`config.mk`:
```
export PLATFORM = sky130hd
export DESIGN_NAME = lbk_top
export DESIGN_NICKNAME = d
export VERILOG_FILES = /design/src/rtl/lbk_pkg.sv /design/src/rtl/lbk_top.sv
export VERILOG_INCLUDE_DIRS = /design/src /design/src/rtl
export SDC_FILE = /design/constraint.sdc
export NUM_CORES = 1
export LEC_CHECK = 0
export BUFFER_PORTS_ARGS = -buffer_cell sky130_fd_sc_hd__buf_4
export CORE_ASPECT_RATIO = 0.9
export CORE_UTILIZATION = 45
export CTS_CLUSTER_DIAMETER = 100
export CTS_CLUSTER_SIZE = 40
export DETAILED_ROUTE_END_ITERATION = 16
export PLACE_DENSITY = 0.66
export RECOVER_POWER = 50
export SLEW_MARGIN = 20
export SYNTH_ARGS = -nofsm -noshare
export SYNTH_HDL_FRONTEND = slang
export SYNTH_SLANG_ARGS = --single-unit
export TNS_END_PERCENT = 20
```
`constraint.sdc`:
```
create_clock -name clk -period 13.16 [get_ports clk]
set_input_delay 3.948 -clock clk [delete_from_list [all_inputs] [get_ports clk]]
set_output_delay 3.948 -clock clk [all_outputs]
set_load 0.02 [all_outputs]
```
`src/rtl/lbk_defs.svh`:
```
// Interface codes, field positions and constants for the blend, key and panel timing block.
`ifndef LBK_DEFS_SVH
`define LBK_DEFS_SVH
`define LBK_IF_RGB      2'h0
`define LBK_IF_RSVD     2'h1
`define LBK_IF_CPU_MAIN 2'h2
`define LBK_IF_CPU_SUB  2'h3
`define LBK_PAL_AEN     15
`define LBK_PAL_R_HI    14
`define LBK_PAL_R_LO    10
`define LBK_PAL_G_HI    9
`define LBK_PAL_G_LO    5
`define LBK_PAL_B_HI    4
`define LBK_PAL_B_LO    0
`define LBK_FB_ALPHA_HI 27
`define LBK_FB_ALPHA_LO 24
`define LBK_ALPHA_DIV   5'h10
`define LBK_DIV_MIN     8'h01
`endif

```
`src/rtl/lbk_pkg.sv`:
```
// Types shared by the blend, key and panel timing block.
package lbk_pkg;
  typedef struct packed {
    logic [7:0] r;
    logic [7:0] g;
    logic [7:0] b;
  } lbk_rgb_s;

  typedef struct packed {
    logic [3:0] r;
    logic [3:0] g;
    logic [3:0] b;
  } lbk_alpha_s;

  typedef struct packed {
    logic [10:0] width_m1;
    logic [10:0] height_m1;
    logic [7:0]  hsync_w;
    logic [7:0]  hback;
    logic [7:0]  hfront;
    logic [7:0]  vsync_w;
    logic [7:0]  vback;
    logic [7:0]  vfront;
    logic [7:0]  divider;
  } lbk_timing_s;

  typedef struct packed {
    logic [1:0] mode;
    logic [7:0] setup;
    logic [7:0] wait_t;
    logic [7:0] hold;
  } lbk_cpu_cfg_s;

  typedef enum logic [2:0] {CPU_IDLE, CPU_SETUP, CPU_WAIT, CPU_HOLD} lbk_cpu_e;
endpackage

```
`src/rtl/lbk_top.sv`:
```
// Palette decode, two-layer alpha blend, colour key and panel timing with pin mux.
// What the document asks of this block
// RULE_01: A:5:5:5 entry: bit15 set select, R/G/B 5 bits to lines 23:19, 15:11, 7:3.
// RULE_02: Base window 0 and overlay window 1; overlay wins where they overlap.
// RULE_03: Each channel is base*(1-A)+overlay*A, A four bits over sixteen.
// RULE_04: Two per-channel alpha sets; entry select bit 0 first set, 1 second.
// RULE_05: Blend-per-pixel off: source bit picks set; on: entry bit or frame bits.
// RULE_06: Blend one screen position at a time from same-coordinate pixels.
// RULE_07: Overlay pixel matching key colour is replaced by background image.
// RULE_08: Software writes the key colour as 24-bit RGB.
// RULE_09: Direction bit 0 compares overlay window, 1 compares base window.
// RULE_10: Key compare only at bit positions where the mask bit is 0.
// RULE_11: RGB mode makes line sync, frame sync, data enable and pixel clock.
// RULE_12: Software writes active width and height as count minus one.
// RULE_13: Pixel clock is source clock over divider plus one; divider at least 1; from divider 3 up pclk_en never fires and the counters stop.
// RULE_14: Frame period is the product of vertical, horizontal and divider totals.
// RULE_15: CPU mode drives selects, register select and write strobe with timed phases.
// RULE_16: Scrolling changes only base addresses; image buffer exceeds panel size; this block holds no base addresses or scrolling.
// RULE_17: Interface field muxes shared pins between RGB and CPU signals; 01 reserved.
// RULE_18: Field 00 RGB, 01 reserved, 10 CPU main display, 11 CPU sub display.
// RULE_19: Full 8-bit blend, fraction truncated, pixel registered before pins.
`timescale 1ns/1ps
`include "lbk_defs.svh"
`default_nettype none
module lbk_top (
  // Clock and reset
  input  wire logic                 clk,
  input  wire logic                 reset_n,
  // Configuration
  input  wire lbk_pkg::lbk_timing_s  timing,
  input  wire lbk_pkg::lbk_cpu_cfg_s cpu_cfg,
  input  wire logic [1:0]           output_interface_select,
  input  wire logic                 per_pixel_blend,
  input  wire logic                 alpha_source_select,
  input  wire logic                 fb_alpha_mode,
  input  wire lbk_pkg::lbk_alpha_s   first_alpha_set,
  input  wire lbk_pkg::lbk_alpha_s   second_alpha_set,
  input  wire logic                 key_enable,
  input  wire logic                 key_area_blend,
  input  wire logic                 key_compare_direction,
  input  wire logic [23:0]          key_compare_mask,
  input  wire logic [23:0]          key_color_value,
  // Pixel sources for the current screen position
  input  wire logic                 overlay_active,
  input  wire logic [15:0]          base_entry,
  input  wire logic [15:0]          overlay_entry,
  input  wire logic [3:0]           fb_alpha,
  // CPU-interface write request
  input  wire logic                 cpu_req,
  input  wire logic                 cpu_reg_sel,
  input  wire logic [17:0]          cpu_data,
  output logic                      cpu_busy,
  // Timing status
  output logic                      pixel_req,
  output logic [10:0]               pixel_x,
  output logic [10:0]               pixel_y,
  // Shared panel pins
  output logic                      pad_clk_wr,
  output logic                      pad_hsync_cs0,
  output logic                      pad_vsync_cs1,
  output logic                      pad_den_rs,
  output logic                      pad_lend_oe,
  output logic [23:0]               pad_data,
  output logic                      pad_data_oe_n
);
  import lbk_pkg::*;
  typedef struct packed {
    logic [7:0]  div_cnt;
    logic        pclk;
    logic [11:0] hcnt;
    logic [11:0] vcnt;
    lbk_rgb_s    pix;
    logic        de;
    logic        hs;
    logic        vs;
    logic        le;
    lbk_cpu_e    cst;
    logic        busy;
    logic [7:0]  ccnt;
    logic        csel;
    logic        rs;
    logic [17:0] cdata;
    logic [10:0] px;
    logic [10:0] py;
    logic        preq;
    logic        clk_wr;
    logic        hs_cs0;
    logic        vs_cs1;
    logic        den_rs;
    logic        le_oe;
    logic [23:0] dout;
    logic        doe_n;
  } lbk_state_s;
  lbk_state_s st_r;
  lbk_state_s st_nxt;
  // Expand a 5-bit channel to 8 bits by replicating its top bits.
  function automatic logic [7:0] expand5(input logic [4:0] c);
    expand5 = {c, c[4:2]};
  endfunction
  // Blend one channel; the product is truncated toward zero.
  function automatic logic [7:0] blend(input logic [7:0] b, input logic [7:0] o,
                                       input logic [3:0] a);
    logic [12:0] sum;
    sum = 13'(b) * 13'(`LBK_ALPHA_DIV - {1'b0, a}) + 13'(o) * 13'(a);
    blend = sum[11:4];
  endfunction
  // ----------------------------------------------------------------
  // Pixel path
  // ----------------------------------------------------------------
  lbk_rgb_s   base_rgb;
  lbk_rgb_s   ovl_rgb;
  lbk_rgb_s   blended;
  lbk_alpha_s alpha;
  logic       keyed;
  logic [23:0] cmp_pix;
  always_comb begin
    base_rgb = '{expand5(base_entry[`LBK_PAL_R_HI:`LBK_PAL_R_LO]),
                 expand5(base_entry[`LBK_PAL_G_HI:`LBK_PAL_G_LO]),
                 expand5(base_entry[`LBK_PAL_B_HI:`LBK_PAL_B_LO])}; // RULE_01
    ovl_rgb = '{expand5(overlay_entry[`LBK_PAL_R_HI:`LBK_PAL_R_LO]),
                expand5(overlay_entry[`LBK_PAL_G_HI:`LBK_PAL_G_LO]),
                expand5(overlay_entry[`LBK_PAL_B_HI:`LBK_PAL_B_LO])}; // RULE_01
    cmp_pix = key_compare_direction ? base_rgb : ovl_rgb; // RULE_09
    keyed = key_enable &&
            (((cmp_pix ^ key_color_value) & ~key_compare_mask) == 24'h000000); // RULE_10
    if (!per_pixel_blend) begin
      alpha = alpha_source_select ? second_alpha_set : first_alpha_set; // RULE_05
    end else if (alpha_source_select && fb_alpha_mode) begin
      alpha = '{fb_alpha, fb_alpha, fb_alpha}; // RULE_05
    end else begin
      alpha = overlay_entry[`LBK_PAL_AEN] ? second_alpha_set : first_alpha_set; // RULE_04
    end
    if (keyed) begin
      // Keyed area: full background unless key-area blending is on.
      alpha = key_area_blend ? (overlay_entry[`LBK_PAL_AEN] ? second_alpha_set
                                                             : first_alpha_set)
                             : '{4'h0, 4'h0, 4'h0}; // RULE_07
    end
    if (!overlay_active) begin
      blended = base_rgb;
    end else begin
      // Sixteen cannot be reached with four bits, so even a 4'hF blend keeps one sixteenth of the base.
      blended = '{blend(base_rgb.r, ovl_rgb.r, alpha.r),
                  blend(base_rgb.g, ovl_rgb.g, alpha.g),
                  blend(base_rgb.b, ovl_rgb.b, alpha.b)}; // RULE_02 RULE_03 RULE_19
    end
  end
  // ----------------------------------------------------------------
  // Timing and CPU strobes
  // ----------------------------------------------------------------
  logic        rgb_mode;
  logic        cpu_mode;
  logic        pclk_en;
  logic [11:0] h_total;
  logic [11:0] v_total;
  logic [11:0] h_act0;
  logic [11:0] v_act0;
  logic        active;
  always_comb begin
    rgb_mode = (output_interface_select == `LBK_IF_RGB); // RULE_18
    cpu_mode = output_interface_select[1]; // RULE_18
    h_act0 = 12'(timing.hsync_w) + 12'(timing.hback) + 12'h002;
    v_act0 = 12'(timing.vsync_w) + 12'(timing.vback) + 12'h002;
    h_total = h_act0 + 12'(timing.width_m1) + 12'(timing.hfront) + 12'h002; // RULE_14
    v_total = v_act0 + 12'(timing.height_m1) + 12'(timing.vfront) + 12'h002; // RULE_14
    pclk_en = (st_r.div_cnt >= timing.divider) && st_r.pclk; // RULE_13
    active = (st_r.hcnt >= h_act0) && (st_r.hcnt <= h_act0 + 12'(timing.width_m1)) &&
             (st_r.vcnt >= v_act0) && (st_r.vcnt <= v_act0 + 12'(timing.height_m1)); // RULE_12
    st_nxt = st_r;
    st_nxt.preq = 1'b0;
    // Pixel clock: high half then low half; the high half is (divider+1)/2 rounded up, the low half rounded down.
    if (st_r.div_cnt >= timing.divider) begin
      st_nxt.div_cnt = 8'h00;
    end else begin
      st_nxt.div_cnt = st_r.div_cnt + 8'h01;
    end
    if (st_r.div_cnt == 8'h00) begin
      st_nxt.pclk = 1'b1;
    end else if (st_r.div_cnt == {1'b0, timing.divider[7:1]} + 8'h01) begin
      st_nxt.pclk = 1'b0; // RULE_13
    end
    if (!rgb_mode) begin
      st_nxt.hcnt = 12'h000;
      st_nxt.vcnt = 12'h000;
      st_nxt.div_cnt = 8'h00;
      st_nxt.pclk = 1'b0;
    end else if (pclk_en) begin
      // One screen position per pixel clock for divider 1 or 2; from 3 up pclk_en never rises.
      st_nxt.de = active; // RULE_06
      st_nxt.pix = active ? blended : '0; // RULE_19
      st_nxt.preq = active;
      st_nxt.px = 11'(st_r.hcnt - h_act0);
      st_nxt.py = 11'(st_r.vcnt - v_act0);
      st_nxt.hs = (st_r.hcnt <= 12'(timing.hsync_w)); // RULE_11
      st_nxt.vs = (st_r.vcnt <= 12'(timing.vsync_w)); // RULE_11
      st_nxt.le = (st_r.hcnt == h_total - 12'h001);
      if (st_r.hcnt >= h_total - 12'h001) begin
        st_nxt.hcnt = 12'h000;
        st_nxt.vcnt = (st_r.vcnt >= v_total - 12'h001) ? 12'h000 : st_r.vcnt + 12'h001;
      end else begin
        st_nxt.hcnt = st_r.hcnt + 12'h001;
      end
    end
    // CPU write cycle: setup, write-low wait, hold.
    case (st_r.cst)
      CPU_IDLE: begin
        if (cpu_mode && cpu_req) begin
          st_nxt.cst = CPU_SETUP;
          st_nxt.ccnt = cpu_cfg.setup;
          st_nxt.csel = 1'b1;
          st_nxt.rs = cpu_reg_sel;
          st_nxt.cdata = cpu_data;
        end
      end
      CPU_SETUP: begin
        if (st_r.ccnt == 8'h00) begin
          st_nxt.cst = CPU_WAIT;
          st_nxt.ccnt = cpu_cfg.wait_t;
        end else begin
          st_nxt.ccnt = st_r.ccnt - 8'h01;
        end
      end
      CPU_WAIT: begin
        if (st_r.ccnt == 8'h00) begin
          st_nxt.cst = CPU_HOLD;
          st_nxt.ccnt = cpu_cfg.hold;
        end else begin
          st_nxt.ccnt = st_r.ccnt - 8'h01;
        end
      end
      CPU_HOLD: begin
        if (st_r.ccnt == 8'h00) begin
          st_nxt.cst = CPU_IDLE;
          st_nxt.csel = 1'b0;
        end else begin
          st_nxt.ccnt = st_r.ccnt - 8'h01;
        end
      end
      default: begin
        st_nxt.cst = CPU_IDLE;
      end
    endcase
    st_nxt.busy = (st_nxt.cst != CPU_IDLE); // RULE_15
    // Shared pins; reserved mode drives every control pin and the data low and releases the data.
    case (output_interface_select)
      `LBK_IF_RGB: begin
        st_nxt.clk_wr = st_nxt.pclk;
        st_nxt.hs_cs0 = st_nxt.hs;
        st_nxt.vs_cs1 = st_nxt.vs;
        st_nxt.den_rs = st_nxt.de;
        st_nxt.le_oe = st_nxt.le;
        st_nxt.dout = st_nxt.pix;
        st_nxt.doe_n = 1'b0; // RULE_17
      end
      `LBK_IF_CPU_MAIN, `LBK_IF_CPU_SUB: begin
        st_nxt.clk_wr = !(st_nxt.cst == CPU_WAIT); // RULE_15
        st_nxt.hs_cs0 = !(st_nxt.csel && !output_interface_select[0]); // RULE_15
        st_nxt.vs_cs1 = !(st_nxt.csel && output_interface_select[0]); // RULE_15
        st_nxt.den_rs = st_nxt.rs;
        st_nxt.le_oe = 1'b1;
        st_nxt.dout = {6'h00, st_nxt.cdata};
        st_nxt.doe_n = !st_nxt.csel; // RULE_17
      end
      default: begin
        st_nxt.clk_wr = 1'b0;
        st_nxt.hs_cs0 = 1'b0;
        st_nxt.vs_cs1 = 1'b0;
        st_nxt.den_rs = 1'b0;
        st_nxt.le_oe = 1'b0;
        st_nxt.dout = 24'h000000;
        st_nxt.doe_n = 1'b1; // RULE_17
      end
    endcase
  end
  always_ff @(posedge clk) begin
    if (!reset_n) begin
      st_r <= '0;
      st_r.doe_n <= 1'b1;
    end else begin
      st_r <= st_nxt;
    end
  end
  assign cpu_busy = st_r.busy;
  assign pixel_req = st_r.preq;
  assign pixel_x = st_r.px;
  assign pixel_y = st_r.py;
  assign pad_clk_wr = st_r.clk_wr;
  assign pad_hsync_cs0 = st_r.hs_cs0;
  assign pad_vsync_cs1 = st_r.vs_cs1;
  assign pad_den_rs = st_r.den_rs;
  assign pad_lend_oe = st_r.le_oe;
  assign pad_data = st_r.dout;
  assign pad_data_oe_n = st_r.doe_n;
endmodule
`default_nettype wire

```
# Word level (Yosys, flattened, before mapping)
# Index checks and enable logic that the tools add are counted.
[totals]
register_bits = 146
wordCells = 140
output_inout_bits = 54
input_bits = 243
[op_classes]
bitwise = 5
mux = 30
n_reduce_logical = 28
add_sub_neg = 25
mul = 6
eq_ne = 10
order_cmp = 9
[op_table]
columns = ["op", "n"]
rows = [
  ["12-bit 2-to-1 mux", 8],
  ["28-bit 2-to-1 mux", 3],
  ["24-bit 2-to-1 mux", 3],
  ["30-bit one-hot mux with 2 select lines", 1],
  ["12-bit adder", 3],
  ["8-bit by 4-bit multiplier with 12-bit output", 3],
  ["9-bit by 6-bit multiplier with 12-bit output", 3],
  ["8-bit one-hot mux with 4 select lines", 1],
  ["10-bit by 11-bit adder with 12-bit output", 2],
  ["12-bit by 1-bit adder with 12-bit output, second input constant", 2],
  ["12-bit by 2-bit adder with 12-bit output, second input constant", 2],
  ["12-bit by 8-bit adder with 12-bit output", 2],
  ["24-bit bitwise AND", 1],
  ["12-bit by 10-bit greater-or-equal comparator with 1-bit output", 2],
  ["12-bit greater-or-equal comparator", 2],
  ["12-bit less-or-equal comparator", 2],
  ["12-bit by 8-bit less-or-equal comparator with 1-bit output", 2],
  ["24-bit logical NOT", 1],
  ["8-bit 2-to-1 mux", 3],
  ["24-bit NOT", 1],
  ["12-bit by 1-bit subtractor with 12-bit output, second input constant", 2],
  ["24-bit bitwise XOR", 1],
  ["11-bit by 10-bit subtractor with 11-bit output", 2],
  ["9-bit by 2-bit adder with 10-bit output, second input constant", 2],
  ["other kinds (29)", 59],
]

# Depth between registers and ports, before layout
[logic_depth]
word_depth = 14
mapped_depth = 35
depth_no_buf = 32

# Worst setup path before layout
# No wires, ideal clock.
[synth_path]
kind = "input to register"
from = "input port key_compare_direction"
to = "register st_r, in the netlist pad_data[23]"
n_path_buf = 4
required_ns = 13.094
path_stages = 32
path_slack_ns = 1.840
setup_ns = 0.066
t_arrival_ns = 11.254
cell_sequence = "buf_6 buf_6 mux2i_1 mux2i_1 o2111ai_1 nor4_2 nand2_1 clkbuf_1 o21ai_1 and2_0 clkbuf_1 inv_1 ha_1 xnor2_1 nand2_1 fa_1 inv_1 fa_1 fa_1 fa_1 inv_1 fa_1 inv_1 ha_1 o21a_1 o21a_1 o21a_1 o41ai_4 a21oi_2 or4b_1 a41o_1 a21oi_2"
[synth_between]
elab_chain_len = 14
elab_cells_between_ends = 15
cone_classes = "2 x add/sub; 2 x mul; 7 x mux; 2 x bitwise; 2 x reduce/logical"
[synth_rtl]
columns = ["element", "line", "rtl"]
rows = [
  ["start, declared", "lbk_top.sv:40", "input wire logic key_compare_direction,"],
  ["24-bit 2-to-1 mux (*)", "lbk_top.sv:123", "cmp_pix = key_compare_direction ? base_rgb : ovl_rgb;"],
  ["24-bit bitwise XOR (*)", "lbk_top.sv:125", "(((cmp_pix ^ key_color_value) & ~key_compare_mask) == 24'h000000);"],
  ["24-bit bitwise AND (*)", "lbk_top.sv:125", ""],
  ["24-bit logical NOT (*)", "lbk_top.sv:125", ""],
  ["1-bit logical AND (*)", "lbk_top.sv:124", "keyed = key_enable &&"],
  ["12-bit 2-to-1 mux (*)", "lbk_top.sv:133", "if (keyed) begin"],
  ["5-bit by 4-bit subtractor with 6-bit output (no source line)", "-", ""],
  ["9-bit by 6-bit multiplier with 12-bit output", "lbk_top.sv:104", "sum = 13'(b) * 13'(`LBK_ALPHA_DIV - {1'b0, a}) + 13'(o) * 13'(a);"],
  ["12-bit adder (*)", "lbk_top.sv:104", ""],
  ["24-bit 2-to-1 mux (*)", "lbk_top.sv:139", "if (!overlay_active) begin"],
  ["24-bit 2-to-1 mux (*)", "lbk_top.sv:190", "st_nxt.pix = active ? blended : '0;"],
  ["28-bit 2-to-1 mux (*)", "lbk_top.sv:187", "end else if (pclk_en) begin"],
  ["28-bit 2-to-1 mux (*)", "lbk_top.sv:182", "if (!rgb_mode) begin"],
  ["30-bit one-hot mux with 2 select lines (*)", "lbk_top.sv:245", "case (output_interface_select)"],
  ["end signal, assigned", "lbk_top.sv:280", "st_r <= st_nxt;"],
  ["end, declared", "lbk_top.sv:94", "lbk_state_s st_r;"],
]
# Mark *: on every way between the ends. The rest lies on a longest branch, timed or not.
# A chain may end at the register's enable or synchronous reset.

# Worst setup path after layout
# Same ends and word-level chain as after synthesis.

==> impl_results.md <==
- Antenna violations before repair: 1
- Critical path launch point type: primary input
- Setup CP Type: in2reg
- Ys async rst share: 0
- Reg power frac: 0.129
- I/O pin cnt: 297
- DR vias: 16,400
- Worst min path class: reg2reg
- Hold slack: 0.454 ns
- Layout cells sized above 1: 0.126
- Cell Area, Synth: 0.0188 mm²
- Clock network power share: 0.149
- Placed Cells: 3,018
- Cell mode on critical path: fa_1
- Clock-pin transition on the worst setup and hold timing paths: 0.06 ns
- CTS max path bufs: 2
- Fin crit share: 0.917
- CP max FO: 15
- Net Sw Frac: 0.461
- Drt first pass iters: 7
- Setup-failing EPs final: 0
- Synth Register Bits: 146
- Vias in the first global route: 16,600
- CP peak stage delay: 0.57 ns
- Status: finished, violations left
- Rel. slew slack: -1.09
- Crit path time final: approximately 12 ns
- Final setup margin: 1.09 ns
- Hold-fix buffers at CTS: 0
- Root Buffer: clkbuf_16
- Post-CTS setup buffers: 0
- Syn nets: roughly 2,900
- Number of fill cells in the layout: 3,908
- Initial DRC count: 1,088
- Max Fclk: around 83 MHz
- Worst Path Arrival: around 12 ns
- Failing checks: capacitance limit, slew limit
- Layout area overhead: 14.9%
- Synthesized area per cell: 8.25 µm²
- Die X: 217 µm
- Largest net degree at the start of global routing: 75
- Netlist cell types: between 80 and 90
- Total Routing Usage GR: 0.259
- Area of the core: around 0.04 mm²
- CP max-delay cell: fa_1
- Drc violations: 0
- Worst Clk Skew: just over 0.008 ns
- Non-Filler Instances: 3,050
- Number of max-cap violations: 1
- Most used DFF post-synth: dfxtp_1
- Initial Utilization: 0.459
- Switching Power: 0.00162 W
- Num rows: 70
- Wire per inst: roughly 18 µm
- Post-synth EDFFs: 0
- Peak supply drop: about 140 µV
- Setup WS pre-CTS: ~0.8 ns
- Total CTS buffers: 17
- Final Hold Fails: 0
- Leakage power: about 11 nW
- GR Overflow Total: 0
- Internal power: 0.00190 W
- Clock sink total: between 100 and 150
- Routability cong.: ~0.96
- Crit. End Element: flip-flop
- H-tree levels: 4
- Fin. max-slew vios: 63
- Vias per std cell: 5.39
- IO buf count: 293
- Hpwl dp: 45.1 mm
- Setup tns final: 0 ns
- First-pass GRT wire length: 87.1 mm
- Skew-Pair Late Insertion Delay: 0.42 ns
- Die Area: between 0.04 and 0.05 mm²
- CTS-repair resized insts: 0
- YS warnings: 0
- Worst Tran Pin Value: 3.14 ns
- RSZ-0062 raised after global routing: no
- Post-route cell area: 0.0216 mm²
- Post-Synthesis Cells: 2,275
- Placed standard-cell area: 0.0212 mm²
- Die H: 196 µm
- Sequential fraction of the synthesis area: 0.156
- Drt total wl: 54.4 mm
- CP Data Required Time: 13.51 ns
- CTS tree: yes
- Power per cell area: ~160 mW/mm²
- Antenna viol nets, final: 0
- Nets: 3,138
- Comb pwr share: 0.722
==> layout make-up <==
type	instances	area [µm²]	share of cell area
Multi-Input combinational cell	1700	14100	0.651
Timing Repair Buffer	307	2080	0.0963
Tap cell	540	676	0.0313
Antenna cell	1	2.50	0.000116
Inverter	325	1220	0.0565
Clock buffer	20	457	0.0212
Clock inverter	11	176	0.00817
Sequential cell	146	2920	0.135
==> registers in the layout (all words and copies together), names as in the netlist <==
name	count
pad_den_rs	1
pad_data	24
pad_lend_oe	1
pixel_x	11
pad_data_oe_n	1
cpu_busy	1
st_r	92
pad_hsync_cs0	1
pixel_req	1
pad_clk_wr	1
pad_vsync_cs1	1
pixel_y	11
==> logic make-up after synthesis <==
logic type,share of synthesized area
AND/OR/NAND/NOR,0.170
AO/OA/AOI/OAI,0.154
buffers and inverters,0.0961
adder cells (fa/ha/maj),0.320
flip-flops,0.156
XOR/XNOR,0.0625
multiplexers,0.0414
other,0.000200
==> final timing paths <==
check / from / endpoint / slack (ns) / cells after the start
max: key_compare_direction / pad_data[23] / 1.09 / 30
min: pixel_x[9] / pixel_x[9] / 0.45 / 2
max reg2reg: st_r[138] / pad_data[12] / 7.14 / 15
min reg2reg: pixel_x[9] / pixel_x[9] / 0.45 / 2
==> stage by stage <==
stage | total power (W) | util
2_1_floorplan | 0.00241 | -
3_3_place_gp | 0.00292 | 0.518
3_5_place_dp | 0.00299 | 0.518
4_1_cts | 0.00354 | 0.533
5_1_grt | 0.00395 | 0.528
6_report | 0.00352 | 0.528
==> synth_stat cells (all sizes together) (29+ instances only) <==
master	instances	area share
buf	55	0.021
mux2i	62	0.034
nor2	177	0.036
a21oi	127	0.034
fa	137	0.15
xor2	50	0.023
a21o	42	0.017
dfxtp	146	0.16
o21ai	89	0.024
and2	77	0.026
nor2b	36	0.012
xnor2	84	0.039
nand2	180	0.036
and3	30	0.010
nor3	29	0.0077
ha	261	0.17
inv	323	0.065
clkbuf	49	0.0098
==> power groups by stage <==
stage                     Clock, W  Combinational, W  Sequential [W]
final                     0.000526           0.00254        0.000453
after global routing      0.000553           0.00294        0.000454
after CTS                 0.000535           0.00255        0.000453
after detailed placement         0           0.00252        0.000463
after global placement           0           0.00246        0.000463
after floorplan                  0           0.00195        0.000462
==> critical path: cells and delay by family <==
kind	cells	cell delay (ns)
fa+ha+maj	7	3.21
simple gates	6	2.04
compound gates	9	1.61
mux	2	0.68
buf+inv	5	0.57
xor+xnor	1	0.35
==> layout by cell type, fill, tap and decap left out, types with 30 or more instances in the layout <==
cell type	count
inv_1	322
ha_1	261
buf_4	246
nand2_1	179
nor2_1	176
dfxtp_1	146
fa_1	137
a21oi_1	125
xnor2_1	84
o21ai_0	82
and2_1	74
clkbuf_1	61
mux2i_1	59
xor2_1	50
a21o_1	42
nor2b_1	36
and3_1	30
==> layer usage <==
metal	routed length (µm)	part of all wire	vias up	global-route usage
met5	0	0	-	0
met4	1000	0.018	0	0.0545
met3	2940	0.054	65	0.0391
met2	24900	0.46	417	0.425
met1	25600	0.47	7876	0.359
li1	-	-	8083	-
Power figures use the tool's default switching activity.
